`config.mk`:
```
export PLATFORM = sky130hd
export DESIGN_NAME = dtio_top
export DESIGN_NICKNAME = d
export VERILOG_FILES = /design/src/dtio_pkg.sv /design/src/dtio_top.sv
export SDC_FILE = /design/constraint.sdc
export NUM_CORES = 2
export LEC_CHECK = 0
export BUFFER_PORTS_ARGS = -buffer_cell sky130_fd_sc_hd__buf_2
export CORE_ASPECT_RATIO = 1.1
export CORE_UTILIZATION = 53
export DETAILED_ROUTE_END_ITERATION = 12
export PLACE_DENSITY = 0.67
export REMOVE_ABC_BUFFERS = 1
export SLEW_MARGIN = 20
export SYNTH_ARGS = -nofsm -noshare
export SYNTH_HDL_FRONTEND = slang
export SYNTH_SLANG_ARGS = --single-unit
```
`constraint.sdc`:
```
create_clock -name clk_i -period 7.1 [get_ports clk_i]
set_input_delay 2.13 -clock clk_i [delete_from_list [all_inputs] [get_ports clk_i]]
set_output_delay 2.13 -clock clk_i [all_outputs]
set_load 0.02 [all_outputs]
```
`src/dtio_pkg.sv`:
```
// constants, carriers and state layout of the drive terminal i/o logic
// assumes a 100 MHz clock and a classic wishbone master with 32-bit data
// Contract
// - terminal code 17 inactive picks primary frequency source, active picks secondary.
// - terminal code 18 active bypasses the pid mode setting.
// - terminal code 19 active forces the pid integral to zero.
// - terminal code 20 acts as the panel reset key only while active.
// - code 23 conducting with pid enabled inverts the pid characteristic.
// - only the sixth terminal counts pulses with code 28, on each falling edge.
// - any terminal with code 29 active holds counter cleared, counting resumes after.
// - terminals sampled every 2 ms; new level after N equal samples, N 1..200.
// - step size zero ramps setpoint continuously while up or down is active.
// - nonzero step moves one step per press; held over 2 s ramps continuously.
// - hold mode 0 holds and ignores keys stopped, 1 zeroes, 2 holds and keeps keys.
// - hold mode 0 starts at first preset, saves setpoint there at run removal.
// - each relay follows a selectable status condition code 0 to 15.
// - relay code 3 is on while output frequency is within reached setting plus or minus range.
// - relay code 4 on above the reached setting, code 5 on below it.
// - one polarity bit per terminal, 0 normally open, 1 normally closed.
// - relay code 14 on after current exceeds level for detect time, 100 ms off delay.
// - traverse starts only when running, code 25 active, and center frequency reached.
// - traverse ramps use traverse times; accel on approach, decel when disabled or stopped.
// - code 26 shifts center up, code 27 down; both together keep the center.
// - up and down active together is invalid and changes nothing.
package dtio_pkg;
	localparam int NUM_IN = 6;
	localparam int CLK_PERIOD_NS = 10;
	localparam int SCAN_PERIOD_NS = 2000000;
	localparam int SCAN_CYCLES_DFLT = SCAN_PERIOD_NS / CLK_PERIOD_NS;
	localparam int SCAN_MS = 2;
	localparam int HOLD_MS = 2000;
	localparam int RELAY_OFF_MS = 100;
	localparam int CUR_UNIT_MS = 100;
	localparam logic [10:0] HOLD_TICKS = 11'(HOLD_MS / SCAN_MS);
	localparam logic [5:0] OFF_TICKS = 6'(RELAY_OFF_MS / SCAN_MS);
	localparam logic [5:0] CUR_UNIT_TICKS = 6'(CUR_UNIT_MS / SCAN_MS);
	// terminal function codes
	localparam logic [4:0] FN_UP = 5'h0F;
	localparam logic [4:0] FN_DOWN = 5'h10;
	localparam logic [4:0] FN_FREQ_SEC = 5'h11;
	localparam logic [4:0] FN_PID_OFF = 5'h12;
	localparam logic [4:0] FN_PID_ICLR = 5'h13;
	localparam logic [4:0] FN_RESET = 5'h14;
	localparam logic [4:0] FN_PID_INV = 5'h17;
	localparam logic [4:0] FN_TRAV_EN = 5'h19;
	localparam logic [4:0] FN_TRAV_UP = 5'h1A;
	localparam logic [4:0] FN_TRAV_DN = 5'h1B;
	localparam logic [4:0] FN_COUNT = 5'h1C;
	localparam logic [4:0] FN_CNT_CLR = 5'h1D;
	// relay condition codes computed here
	localparam logic [3:0] RC_BAND = 4'h3;
	localparam logic [3:0] RC_ABOVE = 4'h4;
	localparam logic [3:0] RC_BELOW = 4'h5;
	localparam logic [3:0] RC_CURRENT = 4'hE;
	// up/down hold modes
	localparam logic [1:0] HOLD_STOP_IDLE = 2'h0;
	localparam logic [1:0] HOLD_ZERO = 2'h1;
	localparam logic [1:0] HOLD_KEEP = 2'h2;
	// register byte offsets
	localparam logic [7:0] REG_FUNC = 8'h00;
	localparam logic [7:0] REG_SCAN = 8'h04;
	localparam logic [7:0] REG_POL = 8'h08;
	localparam logic [7:0] REG_UPDN = 8'h0C;
	localparam logic [7:0] REG_RELAY = 8'h10;
	localparam logic [7:0] REG_FREQ = 8'h14;
	localparam logic [7:0] REG_CURR = 8'h18;
	localparam logic [7:0] REG_PRESET = 8'h1C;
	localparam logic [7:0] REG_TRAV = 8'h20;
	localparam logic [7:0] REG_TDEV = 8'h24;
	localparam logic [7:0] REG_STAT = 8'h28;
	localparam logic [7:0] REG_COUNT = 8'h2C;
	// field positions and reset values
	localparam int POL_HIGH_POS = 8;
	localparam int HOLD_POS = 16;
	localparam int RC2_POS = 8;
	localparam int RELAY_POS = 8;
	localparam int TRAV_POS = 12;
	localparam int FSEC_POS = 16;
	localparam logic [7:0] SCAN_N_RST = 8'h01;

	typedef enum logic [1:0] {RAMP_ACC, RAMP_DEC, RAMP_TUP, RAMP_TDN} dtio_ramp_t;

	typedef struct packed {
		logic run;
		logic pid_en;
		logic [15:0] fout;
		logic [15:0] iout;
		logic [15:0] status;
	} dtio_drive_t;

	typedef struct packed {
		logic freq_sec;
		logic pid_bypass;
		logic pid_iclr;
		logic fault_reset;
		logic pid_invert;
		logic cnt_cleared;
		logic trav_active;
		dtio_ramp_t ramp;
		logic [15:0] setpoint;
		logic [15:0] count;
		logic [15:0] trav_center;
	} dtio_ctl_t;

	typedef struct packed {
		logic [NUM_IN-1:0][4:0] func;
		logic [7:0] scan_n;
		logic [8:0] pol;
		logic [9:0] step;
		logic [1:0] hold;
		logic [3:0] rc1;
		logic [3:0] rc2;
		logic [15:0] f_reach;
		logic [15:0] f_range;
		logic [15:0] i_level;
		logic [15:0] i_time;
		logic [15:0] preset;
		logic [15:0] center;
		logic [15:0] dev_up;
		logic [15:0] dev_dn;
	} dtio_cfg_t;

	typedef struct packed {
		dtio_cfg_t cfg;
		logic [23:0] div;
		logic tick;
		logic [NUM_IN-1:0] s1;
		logic [NUM_IN-1:0] s2;
		logic [NUM_IN-1:0] s3;
		logic [NUM_IN-1:0] lvl;
		logic [NUM_IN-1:0][7:0] dbc;
		logic [NUM_IN-1:0] act;
		logic [NUM_IN-1:0] prev;
		logic run_prev;
		logic [10:0] hold_cnt;
		logic [21:0] i_cnt;
		logic [5:0] off_cnt;
		logic cur_reached;
		logic [1:0] relay;
		dtio_ctl_t ctl;
		logic ack;
		logic [31:0] dat;
	} dtio_state_t;
endpackage

```
`src/dtio_top.sv`:
```
// drive terminal i/o logic: debounce, terminal functions, up/down setpoint, relays
// assumes drive status on the same clock and a classic wishbone master
//
// The Wishbone register port and the register addresses were decided locally.
`timescale 1ns/100ps
`default_nettype none
module dtio_top import dtio_pkg::*; #(
	parameter int SCAN_CYCLES = SCAN_CYCLES_DFLT,
	parameter logic [15:0] FREQ_MAX = 16'h9C40,
	parameter logic [15:0] UD_RATE = 16'h0001
) (
	// clock and reset
	input wire logic clk_i,
	input wire logic rst_i,
	// wishbone slave
	input wire logic wb_cyc_i,
	input wire logic wb_stb_i,
	input wire logic wb_we_i,
	input wire logic [7:0] wb_adr_i,
	input wire logic [3:0] wb_sel_i,
	input wire logic [31:0] wb_dat_i,
	output logic [31:0] wb_dat_o,
	output logic wb_ack_o,
	// field terminals and drive status
	input wire logic [NUM_IN-1:0] multifunction_inputs_i,
	input wire dtio_drive_t drive_i,
	// control to the drive and relays
	output dtio_ctl_t ctl_o,
	output logic output_relay_one_o,
	output logic output_relay_two_o
);
	dtio_state_t q;
	dtio_state_t d;
	logic [31:0] hit;
	logic band_ok;
	logic above_ok;
	logic below_ok;

	function automatic logic [15:0] sat_add(input logic [15:0] a, input logic [15:0] b);
		logic [16:0] s;
		s = {1'b0, a} + {1'b0, b};
		sat_add = (s > {1'b0, FREQ_MAX}) ? FREQ_MAX : s[15:0];
	endfunction

	function automatic logic [15:0] sat_sub(input logic [15:0] a, input logic [15:0] b);
		sat_sub = (a > b) ? a - b : 16'h0000;
	endfunction

	function automatic logic [31:0] wmerge(input logic [31:0] o, input logic [31:0] n,
			input logic [3:0] sel);
		logic [31:0] r;
		r = o;
		for (int b = 0; b < 4; b++) begin
			if (sel[b]) begin
				r[b*8 +: 8] = n[b*8 +: 8];
			end
		end
		wmerge = r;
	endfunction

	function automatic logic relay_eval(input logic [3:0] code, input logic band,
			input logic above, input logic below, input logic cur, input logic [15:0] st);
		unique case (code)
			RC_BAND: relay_eval = band;
			RC_ABOVE: relay_eval = above;
			RC_BELOW: relay_eval = below;
			RC_CURRENT: relay_eval = cur;
			default: relay_eval = st[code];
		endcase
	endfunction

	// which function codes are asserted by any debounced terminal
	always_comb begin
		hit = '0;
		for (int i = 0; i < NUM_IN; i++) begin
			if (q.act[i]) begin
				hit[q.cfg.func[i]] = 1'b1;
			end
		end
	end

	// frequency comparisons shared by both relays
	always_comb begin
		band_ok = (drive_i.fout >= q.cfg.f_reach) ?
			(drive_i.fout - q.cfg.f_reach) <= q.cfg.f_range :
			(q.cfg.f_reach - drive_i.fout) <= q.cfg.f_range;
		above_ok = drive_i.fout > q.cfg.f_reach;
		below_ok = drive_i.fout < q.cfg.f_reach;
	end

	// next-state logic for the whole block
	always_comb begin
		logic [NUM_IN-1:0] sample;
		logic [7:0] scan_n;
		logic up;
		logic dn;
		logic one_key;
		logic ud_ok;
		logic trav_en;
		logic [21:0] i_limit;
		logic [31:0] rd;
		logic [31:0] w;
		sample = '0;
		scan_n = 8'h00;
		up = 1'b0;
		dn = 1'b0;
		one_key = 1'b0;
		ud_ok = 1'b0;
		trav_en = 1'b0;
		i_limit = '0;
		rd = 32'h0000_0000;
		w = 32'h0000_0000;
		d = q;
		d.tick = 1'b0;
		d.ack = 1'b0;

		// free-running scan divider, one tick per period
		if (q.div == 24'(SCAN_CYCLES - 1)) begin
			d.div = '0;
			d.tick = 1'b1;
		end else begin
			d.div = q.div + 24'h000001;
		end

		// pin synchroniser; a change counts once stages two and three agree
		d.s1 = multifunction_inputs_i;
		d.s2 = q.s1;
		d.s3 = q.s2;
		d.lvl = (q.s2 & q.s3) | (q.lvl & (q.s2 ^ q.s3));

		// polarity first, so debounce and functions see active-high levels
		sample = q.lvl ^ q.cfg.pol[NUM_IN-1:0];
		scan_n = (q.cfg.scan_n == 8'h00) ? SCAN_N_RST : q.cfg.scan_n;
		if (q.tick) begin
			d.prev = q.act;
			for (int i = 0; i < NUM_IN; i++) begin
				if (sample[i] == q.act[i]) begin
					d.dbc[i] = 8'h00;
				end else if ({1'b0, q.dbc[i]} + 9'h001 >= {1'b0, scan_n}) begin
					d.act[i] = sample[i];
					d.dbc[i] = 8'h00;
				end else begin
					d.dbc[i] = q.dbc[i] + 8'h01;
				end
			end
		end

		// level functions towards the drive
		d.ctl.freq_sec = hit[FN_FREQ_SEC];
		d.ctl.pid_bypass = hit[FN_PID_OFF];
		d.ctl.pid_iclr = hit[FN_PID_ICLR];
		d.ctl.fault_reset = hit[FN_RESET];
		d.ctl.pid_invert = hit[FN_PID_INV] & drive_i.pid_en;
		d.ctl.cnt_cleared = hit[FN_CNT_CLR];

		// pulse counter; other terminals set to the count code are ignored
		if (hit[FN_CNT_CLR]) begin
			d.ctl.count = 16'h0000;
		end else if (q.tick && q.cfg.func[NUM_IN-1] == FN_COUNT &&
				q.prev[NUM_IN-1] && !q.act[NUM_IN-1]) begin
			d.ctl.count = q.ctl.count + 16'h0001;
		end

		// up/down setpoint, handled once per scan tick
		up = hit[FN_UP];
		dn = hit[FN_DOWN];
		one_key = up ^ dn;
		ud_ok = drive_i.run || q.cfg.hold == HOLD_KEEP;
		if (q.tick) begin
			d.run_prev = drive_i.run;
			if (!one_key) begin
				d.hold_cnt = 11'h000;
			end else if (q.hold_cnt != HOLD_TICKS) begin
				d.hold_cnt = q.hold_cnt + 11'h001;
			end
			if (drive_i.run && !q.run_prev) begin
				if (q.cfg.hold == HOLD_STOP_IDLE) begin
					d.ctl.setpoint = q.cfg.preset;
				end else if (q.cfg.hold == HOLD_ZERO) begin
					d.ctl.setpoint = 16'h0000;
				end
			end else if (!drive_i.run && q.run_prev) begin
				if (q.cfg.hold == HOLD_ZERO) begin
					d.ctl.setpoint = 16'h0000;
				end
			end else if (ud_ok && one_key) begin
				if (q.cfg.step == 10'h000 || q.hold_cnt == HOLD_TICKS) begin
					d.ctl.setpoint = up ? sat_add(q.ctl.setpoint, UD_RATE) :
						sat_sub(q.ctl.setpoint, UD_RATE);
				end else if (q.hold_cnt == 11'h000) begin
					d.ctl.setpoint = up ? sat_add(q.ctl.setpoint, 16'(q.cfg.step)) :
						sat_sub(q.ctl.setpoint, 16'(q.cfg.step));
				end
			end
		end

		// current reached: on-delay by detect time, fixed off-delay
		i_limit = 22'(q.cfg.i_time) * 22'(CUR_UNIT_TICKS);
		if (q.tick) begin
			if (drive_i.iout > q.cfg.i_level) begin
				d.off_cnt = 6'h00;
				if (q.i_cnt >= i_limit) begin
					d.cur_reached = 1'b1;
				end else begin
					d.i_cnt = q.i_cnt + 22'h000001;
				end
			end else begin
				d.i_cnt = 22'h000000;
				if (q.cur_reached) begin
					if (q.off_cnt == OFF_TICKS - 6'h01) begin
						d.cur_reached = 1'b0;
						d.off_cnt = 6'h00;
					end else begin
						d.off_cnt = q.off_cnt + 6'h01;
					end
				end
			end
		end
		d.relay[0] = relay_eval(q.cfg.rc1, band_ok, above_ok, below_ok, q.cur_reached,
			drive_i.status);
		d.relay[1] = relay_eval(q.cfg.rc2, band_ok, above_ok, below_ok, q.cur_reached,
			drive_i.status);

		// traverse: center shift, start condition and ramp choice
		unique case ({hit[FN_TRAV_UP], hit[FN_TRAV_DN]})
			2'b10: d.ctl.trav_center = sat_add(q.cfg.center, q.cfg.dev_up);
			2'b01: d.ctl.trav_center = sat_sub(q.cfg.center, q.cfg.dev_dn);
			default: d.ctl.trav_center = q.cfg.center;
		endcase
		trav_en = drive_i.run && hit[FN_TRAV_EN];
		if (!trav_en) begin
			d.ctl.trav_active = 1'b0;
		end else if (drive_i.fout >= q.cfg.center) begin
			d.ctl.trav_active = 1'b1;
		end
		if (!trav_en) begin
			d.ctl.ramp = RAMP_DEC;
		end else if (!q.ctl.trav_active) begin
			d.ctl.ramp = RAMP_ACC;
		end else if (drive_i.fout < q.ctl.trav_center) begin
			d.ctl.ramp = RAMP_TUP;
		end else begin
			d.ctl.ramp = RAMP_TDN;
		end

		// register read view; unmapped offsets read zero
		unique case (wb_adr_i)
			REG_FUNC: rd = 32'(q.cfg.func);
			REG_SCAN: rd = 32'(q.cfg.scan_n);
			REG_POL: rd = {20'h00000, q.cfg.pol[8:5], 3'h0, q.cfg.pol[4:0]};
			REG_UPDN: rd = {14'h0000, q.cfg.hold, 6'h00, q.cfg.step};
			REG_RELAY: rd = {20'h00000, q.cfg.rc2, 4'h0, q.cfg.rc1};
			REG_FREQ: rd = {q.cfg.f_range, q.cfg.f_reach};
			REG_CURR: rd = {q.cfg.i_time, q.cfg.i_level};
			REG_PRESET: rd = {16'h0000, q.cfg.preset};
			REG_TRAV: rd = {16'h0000, q.cfg.center};
			REG_TDEV: rd = {q.cfg.dev_dn, q.cfg.dev_up};
			REG_STAT: begin
				rd[NUM_IN-1:0] = q.act;
				rd[RELAY_POS +: 2] = q.relay;
				rd[TRAV_POS] = q.ctl.trav_active;
				rd[FSEC_POS] = q.ctl.freq_sec;
			end
			REG_COUNT: rd = {q.ctl.setpoint, q.ctl.count};
			default: rd = 32'h0000_0000;
		endcase

		// wishbone: one-cycle ack, gap forced by the ack itself
		if (wb_cyc_i && wb_stb_i && !q.ack) begin
			d.ack = 1'b1;
			d.dat = wb_we_i ? 32'h0000_0000 : rd;
			w = wmerge(rd, wb_dat_i, wb_sel_i);
			if (wb_we_i) begin
				unique case (wb_adr_i)
					REG_FUNC: d.cfg.func = w[NUM_IN*5-1:0];
					REG_SCAN: d.cfg.scan_n = w[7:0];
					REG_POL: d.cfg.pol = {w[POL_HIGH_POS +: 4], w[4:0]};
					REG_UPDN: begin
						d.cfg.step = w[9:0];
						d.cfg.hold = w[HOLD_POS +: 2];
					end
					REG_RELAY: begin
						d.cfg.rc1 = w[3:0];
						d.cfg.rc2 = w[RC2_POS +: 4];
					end
					REG_FREQ: begin
						d.cfg.f_reach = w[15:0];
						d.cfg.f_range = w[31:16];
					end
					REG_CURR: begin
						d.cfg.i_level = w[15:0];
						d.cfg.i_time = w[31:16];
					end
					REG_PRESET: d.cfg.preset = w[15:0];
					REG_TRAV: d.cfg.center = w[15:0];
					REG_TDEV: begin
						d.cfg.dev_up = w[15:0];
						d.cfg.dev_dn = w[31:16];
					end
					default: d.cfg = d.cfg;
				endcase
			end
		end

		// saving at run removal wins over a bus write in the same cycle
		if (q.tick && !drive_i.run && q.run_prev && q.cfg.hold == HOLD_STOP_IDLE) begin
			d.cfg.preset = q.ctl.setpoint;
		end
	end

	// single state register
	always_ff @(posedge clk_i) begin
		if (rst_i) begin
			q <= '0;
			q.cfg.scan_n <= SCAN_N_RST;
		end else begin
			q <= d;
		end
	end

	// outputs straight from the state register
	assign wb_ack_o = q.ack;
	assign wb_dat_o = q.dat;
	assign ctl_o = q.ctl;
	assign output_relay_one_o = q.relay[0];
	assign output_relay_two_o = q.relay[1];
endmodule
`default_nettype wire

```
==> impl_results.md <==
* Run status: completed
* Crit. End Element: register
* Vias in the first global route at 26800
* DP HPWL at 78200 um
* Placer congestion estimate at 1.02
* Post-Syn Instances at 4031
* Starting Density at 54.0%
* Synthesized cell area at 31100 um^2
* Htree depth at 2
* CP Data Required Time at 7590 ps
* DIE AREA at 59700 um^2
* Worst reg2reg path endpoint: q[118]
* Post-DR vias/cell at 6.14
* Ratio of cells with drive above 1 in the final layout at 9.99%
* Peak Freq at 0.157 GHz
* Worst slew margin at 22.3%
* Post-CTS sizing at 0
* Slowest stage delay, CP at 460 ps
* CTS Hold Bufs at 0
* DR iter-0 viols at 3050
* Beginning of the critical path: q[309]
* Clock slew at reported path FFs at 60 ps
* Dpl cell area at 32100 um^2
* Largest net degree at the start of global routing at 78
* Min-delay worst type: register to register
* Startpoint types: register
* Max Fanout on Critical Path at 13
* P&R area growth vs syn at 8.40%
* PD cells at 160 nW/um^2
* LEAKAGE at 0.0136 uW
* Crit path DAT at 6870 ps
* Drt drc at 0
* Fin. max-slew vios at 0
* Post-Syn Area per Cell at 7.72 um^2
* Type of the worst setup path: register to register
* Clock skew at 29.6 ps
* Post-synth ARST share at 0%
* Top cell type's share of synthesized area at 27.8%
* Clk pwr share at 48.6%
* Final Cycle Share at 89.9%
* Worst-Skew Late Latency at 630 ps
* IO Port Bufs at 194
* Via Count at 29600
* Die X at 233 um
* Levels on crit path at 28
* Final setup vio count at 0
* Combinational power share at 6.2%
* Peak VDD IR at 0.000180 V
* Final hold vios at 0
* Top-count cell post-synth: nor2_1
* Synth warn at 0
* Net Switching at 1330 uW
* Int Pwr at 4050 uW
* RSZ-0062 raised after global routing: false
* Final #Nets at 4460
* Core ar. at 57700 um^2
* Num ports at 197
* Yosys top cell by area: dfxtp_1
* Seq pwr share at 45.2%
* Root Driver: clkbuf_16
* Post-layout instance area at 33700 um^2
* CTS Buf Count at 48
* Register area share after synthesis at 27.8%
* GRT Overall Usage at 33.9%
* Synth Flop Type: dfxtp_1
* Max Cap Viol at 0
* Worst hold start: d[205]
* WL per Instance at 21.6 um
* CP endpoint: q[118]
* Post-synth cell types at 88
* DIE HEIGHT at 256 um
* R2R depth at 28
* Slowest cell on crit path: fa_1
* # rows at 92
* CTS tree: done
* Hold slack at 434 ps
* Tmin final at 6380 ps
* Number of synthesized register bits at 432
* Clk sinks at 432
* Critical R2R Launch: q[309]
* Initial antenna violation count at 2
* Final setup TNS at 0 ps
* Worst path bufs/invs at 3
* Routed WL at 104000 um
* Commonest cells post-synth: 535 x nor2_1, 432 x dfxtp_1, 366 x nand2_1
* Area contributors post-synth: dfxtp_1 28%, ha_1 12%, nor2_1 6.5%
* Total gr overflow at 0
* Setup bufs post-CTS at 0
* DRT antenna net count at 0
* Delay-heaviest family, CP: compound AO/OA/AOI/OAI gates
* Bufs on Longest Clock Path at 3
* DRT Pass-1 Iters at 8
* Measured slew at the worst slew-check pin at 1140 ps
* Number of synthesized flops with an enable pin at 0
* R2R setup slack at 720 ps
* First-pass GRT wire length at 157000 um
* Switching Fraction at 24.8%
-- layout make-up --
cell class	count	area, um^2
Inverter	231	867
Timing Repair Buffer	257	1460
Tap cell	752	941
Multi-Input combinational cell	3059	20200
Fill cell	5427	23900
Sequential cell	432	8650
Clock inverter	20	255
Clock buffer	65	1410
Antenna cell	2	5.00
-- power groups by stage --
stage	logic [uW]	registers (uW)	clock network, uW
after floorplan	162	2490	0
after global placement	326	2490	0
after detailed placement	327	2490	0
after CTS	329	2430	2660
after global routing	362	2430	2740
final	336	2430	2620
-- flip-flops by register name (all words and copies together) (netlist names) --
signal	count
ctl_o	57
wb_dat_o	32
wb_ack_o	1
d	12
q	328
output_relay_two_o	1
output_relay_one_o	1
-- logic make-up after synthesis --
| logic type | share of synthesized area (%) |
|---|---|
| XOR/XNOR | 5.97 |
| flip-flops | 27.8 |
| AO/OA/AOI/OAI | 21.3 |
| adder cells (fa/ha/maj) | 13.5 |
| buffers and inverters | 7.63 |
| AND/OR/NAND/NOR | 21.7 |
| multiplexers | 2.15 |
-- layout by cell type, fill, tap and decap left out, drive strengths merged, types with 39 or more instances in the layout --
cell / instances
xnor2: 121
xor2: 91
a221oi: 40
o21a: 47
nand4: 70
a21oi: 365
and3: 41
clkbuf: 65
o21ai: 98
a22oi: 133
ha: 309
nand3: 144
inv: 232
dfxtp: 432
nor2: 536
a21o: 80
nor4: 39
nand2: 366
nor3: 81
nor2b: 52
buf: 257
-- worst register-to-register path, delay by kind of cell (launching register included) --
kind,cells,cell delay (ps)
AOI/OAI and AO/OA,14,2710
xor gates and xnor gates,2,320
adders and majority gates,5,1680
buffers and inverters,3,570
DFF,1,450
and+or+nand+nor,4,560
-- how the worst min path moves through the flow --
stage	cells after the start	slack, ps	end
after floorplan	1	410	d[199]
after global placement	1	410	d[204]
after detailed placement	1	420	d[199]
after CTS	1	430	d[199]
after global routing	1	460	d[199]
final	1	430	d[199]
-- metal layers --
metal	up-vias	GRT usage (%)	share of wire [%]
met3	247	5.34	8.7
met1	13800	45.0	42
li1	14200	-	-
met4	0	15.6	5.2
met2	1293	53.5	44
met5	-	0	0
-- per-stage QoR --
stage | utilization (%) | power, uW | worst slack, ps | std cells
after global routing | 58.5 | 5540 | 248 | 4818
after floorplan | - | 2650 | 870 | 3722
after global placement | 55.6 | 2810 | 706 | 4730
after detailed placement | 55.6 | 2820 | 609 | 4730
after CTS | 58.5 | 5420 | 680 | 4815
final | 58.5 | 5390 | 719 | 4818
Note: power is estimated with default switching activity, not from simulation.
